**src/input_cond_pkg.sv**
```systemverilog
// Purpose: shared constants for the digital input conditioning block
// Assumes: 250 MHz clock, 32-bit classic Wishbone register port
// Notes: byte offsets are word aligned; route table occupies its own window
package input_cond_pkg;
   // register byte offsets
   localparam logic [7:0] OFS_STATUS = 8'h00;
   localparam logic [7:0] OFS_SF_EN = 8'h04;
   localparam logic [7:0] OFS_INVERT = 8'h08;
   localparam logic [7:0] OFS_FORCE_EN = 8'h0C;
   localparam logic [7:0] OFS_FORCE_VAL = 8'h10;
   localparam logic [7:0] OFS_RAW = 8'h14;
   localparam logic [7:0] OFS_THRESH = 8'h18;
   localparam logic [7:0] OFS_DIFF = 8'h1C;
   localparam logic [7:0] OFS_ROUTE_EN = 8'h20;
   // route table: entry k (status bit k) at ROUTE_BASE + 4*k
   localparam logic [7:0] ROUTE_BASE = 8'h80;
   // status word layout
   localparam int LEVEL_LSB = 16;
   localparam int SF_NEG_LIMIT = 0;
   localparam int SF_POS_LIMIT = 1;
   localparam int SF_HOME = 2;
   localparam int SF_COUNT = 3;
   // route source codes
   localparam logic [6:0] SRC_ZERO = 7'h00;
   localparam logic [6:0] SRC_PHYS_FIRST = 7'h01;
   localparam logic [6:0] SRC_PHYS_LAST = 7'h10;
   localparam logic [6:0] SRC_ENC_A = 7'h44;
   localparam logic [6:0] SRC_ENC_B = 7'h45;
   localparam logic [6:0] SRC_ENC_IDX = 7'h46;
   localparam int SRC_INV_BIT = 7;
   // reset values
   localparam logic [31:0] CFG_RESET = 32'h0000_0000;
   localparam logic [7:0] ROUTE_RESET = 8'h00;
   // sampling period
   localparam int CLK_PERIOD_NS = 4;
   localparam int SAMPLE_PERIOD_NS = 1000000;
   localparam int SAMPLE_CYCLES = SAMPLE_PERIOD_NS / CLK_PERIOD_NS;
endpackage

```
**src/digital_input_conditioning.sv**
```systemverilog
// Purpose: sample, condition and route six digital inputs into a 32-bit status word
// Assumes: pins asynchronous to clk_i; Wishbone master follows classic single cycles
// Notes: threshold settings only drive outputs to the analog front end; the differential setting also pairs the sampled pins
//
// Added by the designer: the placing of the registers and register access over Wishbone.
`timescale 1ns/1ns
`default_nettype none

// Function
// - special-function results occupy status bits 0 to 15
// - plain input levels occupy status bits 16 to 31
// - input n level sits at bit 15+n regardless of special-function enable
// - inputs sampled once per millisecond; shorter pulses may be missed
// - input 1 negative limit, input 2 positive limit, input 3 home
// - enable register bits 0..2 gate special functions, never level bits
// - invert bit selects normally closed, except clock and direction uses
// - force enable substitutes force value bit for the sampled pin
// - raw register shows sampled value before inversion, forcing, routing
// - range bit drives threshold select: 0 for 5 V, 1 for 24 V
// - one differential setting turns six single inputs into three pairs
// - input 1: bit 0 is negative limit, bit 16 conditioned level
// - writing 1 to routing enable selects table-driven status bits
// - entering routing mode preloads table so behaviour stays unchanged
// - table entry n drives status bit n
// - codes: 00 zero, 01-10 physical inputs, 44-46 encoder signals
// - bit 7 of code inverts source; 80 gives constant one
module digital_input_conditioning #(
   parameter int NUM_IN = 6,
   parameter int SAMPLE_CYCLES = input_cond_pkg::SAMPLE_CYCLES
) (
   // clock and reset
   input wire logic clk_i,
   input wire logic rst_i,
   // wishbone slave
   input wire logic cyc_i,
   input wire logic stb_i,
   input wire logic we_i,
   input wire logic [7:0] adr_i,
   input wire logic [3:0] sel_i,
   input wire logic [31:0] dat_i,
   output logic [31:0] dat_o,
   output logic ack_o,
   // pins
   input wire logic [NUM_IN-1:0] in_pin_i,
   input wire logic enc_a_i,
   input wire logic enc_b_i,
   input wire logic enc_idx_i,
   input wire logic clk_dir_mode_i,
   // front end control and result
   output logic [NUM_IN-1:0] threshold_sel_o,
   output logic diff_mode_o,
   output logic [31:0] input_status_o
);
   localparam int NPIN = NUM_IN + 3;
   localparam int CW = $clog2(SAMPLE_CYCLES + 1);

   // synchronizer: third stage confirms the second before a change counts
   logic [NPIN-1:0] sync1;
   logic [NPIN-1:0] sync2;
   logic [NPIN-1:0] sync3;
   logic [NPIN-1:0] pin_q;
   wire [NPIN-1:0] pin_async = {enc_idx_i, enc_b_i, enc_a_i, in_pin_i};
   wire [NPIN-1:0] pin_agree = ~(sync2 ^ sync3);
   wire [NPIN-1:0] next_pin_q = (pin_agree & sync3) | (~pin_agree & pin_q);

   always_ff @(posedge clk_i) begin
      sync1 <= pin_async;
      sync2 <= sync1;
      sync3 <= sync2;
      if (rst_i) begin
         pin_q <= '0;
      end else begin
         pin_q <= next_pin_q;
      end
   end

   // registers
   logic [31:0] sf_en;
   logic [31:0] invert;
   logic [31:0] force_en;
   logic [31:0] force_val;
   logic [31:0] thresh;
   logic diff_mode;
   logic route_en;
   logic [7:0] route_tbl [0:31];
   logic [NUM_IN-1:0] raw;
   logic [CW-1:0] tick_cnt;
   logic [31:0] status;

   // millisecond tick
   wire tick = (tick_cnt == CW'(SAMPLE_CYCLES - 1));
   wire [CW-1:0] next_tick_cnt = tick ? '0 : tick_cnt + CW'(1);

   // differential pairs: input k from pin 2k+1 (plus) against pin 2k (minus)
   logic [NUM_IN-1:0] diff_val;
   always_comb begin
      diff_val = '0;
      for (int k = 0; k < NUM_IN / 2; k++) begin
         diff_val[k] = pin_q[2*k+1] & ~pin_q[2*k];
      end
   end
   wire [NUM_IN-1:0] pin_level = diff_mode ? diff_val : pin_q[NUM_IN-1:0];
   wire [2:0] enc = pin_q[NPIN-1:NUM_IN];

   // conditioning chain: raw, then force, then inversion
   wire [NUM_IN-1:0] forced = (force_en[NUM_IN-1:0] & force_val[NUM_IN-1:0]) |
      (~force_en[NUM_IN-1:0] & raw);
   wire [NUM_IN-1:0] cond = forced ^ invert[NUM_IN-1:0];
   wire [15:0] phys16 = 16'(forced);

   // clock and direction uses ignore the inversion bit
   wire pos_src = clk_dir_mode_i ? forced[1] : cond[1];
   wire home_src = clk_dir_mode_i ? forced[2] : cond[2];
   wire [2:0] sf_res = sf_en[2:0] & {home_src, pos_src, cond[0]};
   wire [31:0] normal_status = {16'(cond), 13'h0000, sf_res};

   function automatic logic route_pick(input logic [7:0] code, input logic [15:0] phys,
                                       input logic [2:0] encs);
      logic [6:0] c;
      logic hit;
      logic val;
      c = code[6:0];
      hit = 1'b1;
      val = 1'b0;
      if (c == input_cond_pkg::SRC_ZERO) begin
         val = 1'b0;
      end else if (c >= input_cond_pkg::SRC_PHYS_FIRST && c <= input_cond_pkg::SRC_PHYS_LAST) begin
         val = phys[4'(c - 7'h01)];
      end else if (c == input_cond_pkg::SRC_ENC_A) begin
         val = encs[0];
      end else if (c == input_cond_pkg::SRC_ENC_B) begin
         val = encs[1];
      end else if (c == input_cond_pkg::SRC_ENC_IDX) begin
         val = encs[2];
      end else begin
         hit = 1'b0;
      end
      return hit & (val ^ code[input_cond_pkg::SRC_INV_BIT]);
   endfunction

   logic [31:0] routed_status;
   always_comb begin
      routed_status = '0;
      for (int b = 0; b < 32; b++) begin
         routed_status[b] = route_pick(route_tbl[b], phys16, enc);
      end
   end
   wire [31:0] next_status = route_en ? routed_status : normal_status;

   // wishbone decode
   wire req = cyc_i & stb_i & ~ack_o;
   wire wr = req & we_i;
   wire in_table = (adr_i >= input_cond_pkg::ROUTE_BASE);
   wire [4:0] tbl_idx = adr_i[6:2];
   wire hit_sf = (adr_i == input_cond_pkg::OFS_SF_EN);
   wire hit_inv = (adr_i == input_cond_pkg::OFS_INVERT);
   wire hit_fen = (adr_i == input_cond_pkg::OFS_FORCE_EN);
   wire hit_fval = (adr_i == input_cond_pkg::OFS_FORCE_VAL);
   wire hit_thr = (adr_i == input_cond_pkg::OFS_THRESH);
   wire hit_diff = (adr_i == input_cond_pkg::OFS_DIFF);
   wire hit_ren = (adr_i == input_cond_pkg::OFS_ROUTE_EN);
   wire [31:0] bmask = {{8{sel_i[3]}}, {8{sel_i[2]}}, {8{sel_i[1]}}, {8{sel_i[0]}}};
   wire route_rise = wr && hit_ren && sel_i[0] && dat_i[0] && !route_en;

   function automatic logic [31:0] merge(input logic [31:0] old, input logic [31:0] d,
                                          input logic [31:0] m);
      return (old & ~m) | (d & m);
   endfunction

   logic [31:0] rd_data;
   always_comb begin
      rd_data = '0;
      if (in_table) begin
         rd_data = {24'h000000, route_tbl[tbl_idx]};
      end else if (adr_i == input_cond_pkg::OFS_STATUS) begin
         rd_data = status;
      end else if (hit_sf) begin
         rd_data = sf_en;
      end else if (hit_inv) begin
         rd_data = invert;
      end else if (hit_fen) begin
         rd_data = force_en;
      end else if (hit_fval) begin
         rd_data = force_val;
      end else if (adr_i == input_cond_pkg::OFS_RAW) begin
         rd_data = 32'(raw);
      end else if (hit_thr) begin
         rd_data = thresh;
      end else if (hit_diff) begin
         rd_data = {31'h0000_0000, diff_mode};
      end else if (hit_ren) begin
         rd_data = {31'h0000_0000, route_en};
      end
   end

   always_ff @(posedge clk_i) begin
      if (rst_i) begin
         ack_o <= 1'b0;
         dat_o <= '0;
         tick_cnt <= '0;
         raw <= '0;
         status <= '0;
      end else begin
         ack_o <= req;
         dat_o <= req ? rd_data : dat_o;
         tick_cnt <= next_tick_cnt;
         raw <= tick ? pin_level : raw;
         status <= next_status;
      end
   end

   always_ff @(posedge clk_i) begin
      if (rst_i) begin
         sf_en <= input_cond_pkg::CFG_RESET;
         invert <= input_cond_pkg::CFG_RESET;
         force_en <= input_cond_pkg::CFG_RESET;
         force_val <= input_cond_pkg::CFG_RESET;
         thresh <= input_cond_pkg::CFG_RESET;
         diff_mode <= 1'b0;
         route_en <= 1'b0;
      end else if (wr && !in_table) begin
         if (hit_sf) sf_en <= merge(sf_en, dat_i, bmask);
         if (hit_inv) invert <= merge(invert, dat_i, bmask);
         if (hit_fen) force_en <= merge(force_en, dat_i, bmask);
         if (hit_fval) force_val <= merge(force_val, dat_i, bmask);
         if (hit_thr) thresh <= merge(thresh, dat_i, bmask);
         if (hit_diff && sel_i[0]) diff_mode <= dat_i[0];
         if (hit_ren && sel_i[0]) route_en <= dat_i[0];
      end
   end

   // preload mirrors normal mode; level entries track the live invert bits at entry.
   // a later change of enable or invert is not reflected, hence no repeated toggling.
   always_ff @(posedge clk_i) begin
      for (int b = 0; b < 32; b++) begin
         if (rst_i) begin
            route_tbl[b] <= input_cond_pkg::ROUTE_RESET;
         end else if (route_rise) begin
            if (b >= input_cond_pkg::LEVEL_LSB && b < input_cond_pkg::LEVEL_LSB + NUM_IN) begin
               route_tbl[b] <= {invert[b-16], 7'(b - 15)};
            end else if (b < input_cond_pkg::SF_COUNT && sf_en[b]) begin
               route_tbl[b] <= {invert[b] & !(clk_dir_mode_i && b != 0), 7'(b + 1)};
            end else begin
               route_tbl[b] <= input_cond_pkg::ROUTE_RESET;
            end
         end else if (wr && in_table && tbl_idx == 5'(b) && sel_i[0]) begin
            route_tbl[b] <= dat_i[7:0];
         end
      end
   end

   assign threshold_sel_o = thresh[NUM_IN-1:0];
   assign diff_mode_o = diff_mode;
   assign input_status_o = status;
endmodule
`default_nettype wire

```
**config.mk**
```make
export PLATFORM = sky130hd
export DESIGN_NAME = digital_input_conditioning
export DESIGN_NICKNAME = d
export VERILOG_FILES = /design/src/input_cond_pkg.sv /design/src/digital_input_conditioning.sv
export SDC_FILE = /design/constraint.sdc
export NUM_CORES = 1
export LEC_CHECK = 0
export BUFFER_PORTS_ARGS = -buffer_cell sky130_fd_sc_hd__clkbuf_2
export CAP_MARGIN = 20
export CELL_PAD_IN_SITES_DETAIL_PLACEMENT = 1
export CELL_PAD_IN_SITES_GLOBAL_PLACEMENT = 2
export CORE_ASPECT_RATIO = 0.6
export CORE_MARGIN = 3
export CORE_UTILIZATION = 44
export CTS_CLUSTER_DIAMETER = 30
export DETAILED_ROUTE_END_ITERATION = 10
export PLACE_DENSITY = 0.91
export REMOVE_ABC_BUFFERS = 1
export SLEW_MARGIN = 10
export SYNTH_ARGS = -nofsm -noshare
export SYNTH_HDL_FRONTEND = slang
export SYNTH_SLANG_ARGS = --single-unit
```
**constraint.sdc**
```tcl
create_clock -name clk_i -period 3.9 [get_ports clk_i]
set_input_delay 0 -clock clk_i [delete_from_list [all_inputs] [get_ports clk_i]]
set_output_delay 0 -clock clk_i [all_outputs]
set_load 0.05 [all_outputs]
```
== Word-level counts from Yosys, hierarchy flattened ==
Memory sizes are Yosys's and may differ from the RTL's.
Cells that the tools add are included.
Word-level totals
  word-level logic and storage cells: 1224
  bits in read-only memories: 0
  memories: 1
  bits in latches: 0
  RAM bits: 256
  output and inout port bits: 72
  register bits after elaboration: 287
Operators by class
  multiply operators: 0
  bitwise logic cells: 168
  div/mod/pow operators: 0
  add/sub/neg operators: 33
  shift operators: 0
  reductions and logical operators: 150
  mux-type cells: 622
  equality and inequality tests: 136
  $lt $le $gt $ge: 97
Memory list
  route_tbl: depth 32, width 8, rd ports 33, clocked after Yosys merged registers in 0, write ports 32, line digital_input_conditioning.sv:85  | logic [7:0] route_tbl [0:31];
Operator list (count)
  == test 7 bit (second input constant): 96
  2-to-1 mux 8 bit: 67
  2-to-1 mux 1 bit: 513
  2-to-1 mux 32 bit: 8
  >= comparator 7 x 1 -> 1 bit (second input constant): 32
  <= comparator 7 x 5 -> 1 bit (second input constant): 32
  logical NOT 7 bit: 32
  AND 32 bit: 6
  < comparator 4 x 5 -> 1 bit (second input constant): 32
  OR 32 bit: 5
  binary-select mux 1 bit (select 4 bit): 32
  subtractor 4 x 1 -> 4 bit (second input constant): 32
  logical AND 1 bit: 104
  == test 5 bit (second input constant): 16
  OR 1 bit: 67
  AND 1 bit: 40
  == test 5 x 4 -> 1 bit (second input constant): 8
  == test 8 x 5 -> 1 bit (second input constant): 4
  inverter 32 bit: 1
  XOR 1 bit: 32
  2-to-1 mux 22 bit: 1
  == test 5 x 3 -> 1 bit (second input constant): 4
  adder 18 x 1 -> 18 bit (second input constant): 1
  AND 9 bit: 2
  other kinds (22): 39

== Depth between registers and ports, before layout ==
  depth after elaboration: 13
  gate-level depth with buffers: 9

== Worst setup path before layout ==
OpenSTA, ideal clock, no wires.
  path kind: reg2reg
  start point: reg ack_o
  end point: mem route_tbl[12][0], enable pin
  cell stages (with the launch flop): 6
  path slack: 1414 ps
  clock period less this slack: 2486 ps
  required time: 3513 ps
  arrival time: 2099 ps
  setup time: 387 ps
  buffers on the path: 0
  cells stage by stage: dfxtp_1 -> nand3b_1 -> or3_1 -> inv_1 -> nand2_1 -> o31ai_1
RTL lines
  start: declaration: line digital_input_conditioning.sv:42  | output logic ack_o,
  start signal: assignment: line digital_input_conditioning.sv:204  | ack_o <= req;
  end: declaration: line digital_input_conditioning.sv:85

==> results.py <==
metrics = {
    "route": {
        "drt_iter0_drc": 3980,
        "finalWirelength_mm": 136,
        "first_pass_iters": 6,
        "wl_per_cell_um": 30.3,
        "ant_nets": 0,
        "avgViaCountPerCell": 6.70,
        "dr_total_vias": 30000,
        "drt_drc_violations_left": 0,
    },
    "clocking": {
        "clockBufferDepth": 3,
        "clk_pin_slew_ps": 60,
        "h-tree-depth": 3,
        "cts.sinks": 543,
        "cts_resized": 0,
        "postCtsHoldBufs": 55,
        "root_buffer": "clkbuf_16",
        "cts_tree": "built",
        "worstSkewPairLatency_ps": 670,
        "cts_setup_buffers": 0,
        "cts_made_buffers": 94,
    },
    "global_route": {
        "grt_use_met1_pct": 49.7,
        "grt_use_met2_pct": 49.6,
        "met3_usage_pct": 12.3,
        "grt.overflow.total": 0,
        "track_usage_pct": 35.0,
        "grt_pass1_wl_mm": 200,
        "grt_pass1_vias": 29900,
        "grt_start_max_net_pins": 129,
        "antenna_found_initial": 11,
        "top_usage_layer": "met1",
    },
    "finish": {
        "nets": 3597,
        "drive_above_1_share_pct": 15.9,
        "fin_area_um2": 37500,
        "antenna_cells": 0,
        "syn2layout_area_growth_pct": 18.1,
    },
    "power": {
        "total_power_mw": 16.6,
        "leakagePower_nw": 14.4,
        "powerDensity_nw_per_um2": 443,
        "ir_drop_mv": 0.478,
    },
    "synthesis": {
        "synth_area_um2": 31700,
        "synth.avg_cell_area_um2": 9.63,
        "synth_commonest_cells": "301 x nand2_1, 287 x dfxtp_1, 256 x edfxtp_1",
        "netlist.top_cell.by_area": "edfxtp_1",
        "synthTopCellsByArea": "edfxtp_1 24%, dfxtp_1 18%, mux4_2 7.0%",
        "netlist_instances": 3293,
        "synth-seq-area-share_pct": 42.3,
        "synth_cell_type_count": 85,
        "yosysTopAreaCellShare_pct": 24.2,
        "yosysMostFrequentCell": "nand2_1",
        "synth_edf_count": 256,
        "synth_flop_cell": "dfxtp_1",
        "synthArstFlopShare_pct": 0,
        "ys_seq_elements": 543,
        "ys_warn_count": 0,
    },
    "timing": {
        "tightestPinTransition_ps": 1140,
        "max_freq_mhz": 299,
        "hold_viol": 0,
        "post-route-min-period_ps": 3350,
        "hold-worst-slack_ps": 27.3,
        "relSlewSlack_pct": 24.1,
        "rsz0062_at_grt": "no",
        "fin_crit_sh_pct": 85.8,
        "drv_slew": 0,
        "setup_viol_count_final": 0,
        "final.setup.tns_ps": 0,
        "clock-skew-final_ps": 23.4,
        "layout_setup_ws_ps": 553,
    },
    "floorplanning": {
        "die-area_um2": 75500,
        "core_um2": 70700,
        "die_y_um": 214,
        "start_util_pct": 44.9,
        "row_count": 75,
        "io-pin-count": 131,
        "die_w_um": 353,
    },
    "worst_setup_path": {
        "crit_required_ps": 4410,
        "critical_path_class": "flop to flop",
        "cp-end-kind": "flop",
        "startpoint_type": "flop",
        "worst-path-max-fanout": 13,
        "worstPathArrival_ps": 3850,
    },
    "placement": {
        "routabilityCongestion": 0.999,
        "dp_slack_ps": 782,
        "dp_hpwl_mm": 93.2,
        "dpl_cell_area_um2": 33600,
        "numPortBuffers": 130,
    },
    "flow_run": {
        "cap_violations": 0,
    },
    "run_status": {
        "status": "complete, no violations",
    },
    "min_path": {
        "hold_class": "input pin to flop",
    },
}
==> final timing paths <==
check                               from          endpoint  slack (ps)  depth (start not counted)
worst min-delay path            dat_i[6]              flop          30                          4
worst min register to register  sync1[0]          sync2[0]         320                          0
worst max-delay path               ack_o  route_tbl[25][7]         550                          6
worst max register to register     ack_o  route_tbl[25][7]         550                          6
==> logic make-up after synthesis <==
logic type | after synthesis | synth area share [%]
xor gates and xnor gates | 72 | 1.99
adders and majority gates | 97 | 3.83
AOI/OAI and AO/OA | 830 | 17.1
buffers and inverters | 334 | 4.30
DFF | 543 | 42.3
muxes | 219 | 11.0
and+or+nand+nor | 1198 | 19.4
==> routing by layer <==
layer	vias up	part of all wire (%)	wire length, um
li1	12600	-	-
met1	15200	42	56900
met2	1878	41	56100
met3	296	13	18200
met4	16	3.3	4470
met5	-	0.078	106
==> per-stage QoR <==
| step | cells | util (%) |
|---|---|---|
| 6_report | 4482 | 53.0 |
| 5_1_grt | 4482 | 53.0 |
| 4_1_cts | 4482 | 53.0 |
| 3_5_place_dp | 4252 | 47.5 |
| 3_3_place_gp | 4249 | 47.4 |
| 2_1_floorplan | 3056 | - |
==> area by class of cell <==
cell class | count | area, um^2
clock inverter | 64 | 777
clock buffer | 111 | 2570
fill | 7750 | 33200
tap | 962 | 1200
inverter | 97 | 364
sequential | 543 | 13400
timing repair buffer | 289 | 2060
multi-input combinational | 2416 | 17100
==> critical path, cell delays in order (launching register included) <==
cell	delay, ps
dfxtp_1	360
and3b_1	500
nand4_1	700
inv_1	540
nand2_1	340
nor2_1	510
and2_1	230
==> placed cells by master, fill, tap and decap left out, drive strengths merged, types with 12 or more instances in the layout <==
cell / synthesis / routed
nand3b: 15 / 15
ha: 97 / 97
and3b: 15 / 15
buf: 58 / 107
a221oi: 36 / 36
xor2: 41 / 41
o311a: 13 / 13
nor2b: 69 / 69
mux2: 14 / 14
o21ai: 177 / 177
nor3: 71 / 71
and3: 124 / 124
o31ai: 33 / 33
a211oi: 12 / 12
dfxtp: 287 / 287
o311ai: 17 / 17
a31oi: 28 / 28
a21o: 13 / 13
inv: 96 / 120
mux2i: 104 / 104
nand2: 301 / 301
or3: 29 / 29
o22ai: 54 / 54
o211ai: 42 / 42
a21oi: 229 / 229
clkinv: 1 / 27
nand3: 119 / 119
a2111oi: 19 / 19
a22oi: 16 / 16
dlygate4sd3: 0 / 55
nor3b: 12 / 12
edfxtp: 256 / 256
and2: 133 / 133
clkbuf: 179 / 238
mux4: 101 / 101
nor2: 219 / 219
xnor2: 31 / 31
o221ai: 18 / 18
nand2b: 27 / 27
==> report_power, final <==
| part | switching [mW] | internal [mW] | leakage [nW] |
|---|---|---|---|
| clock | 3.27 | 5.53 | 1.64 |
| sequential | 0.242 | 6.10 | 4.91 |
| combinational | 0.935 | 0.507 | 7.81 |
Note: power is estimated with default switching activity, not from simulation.
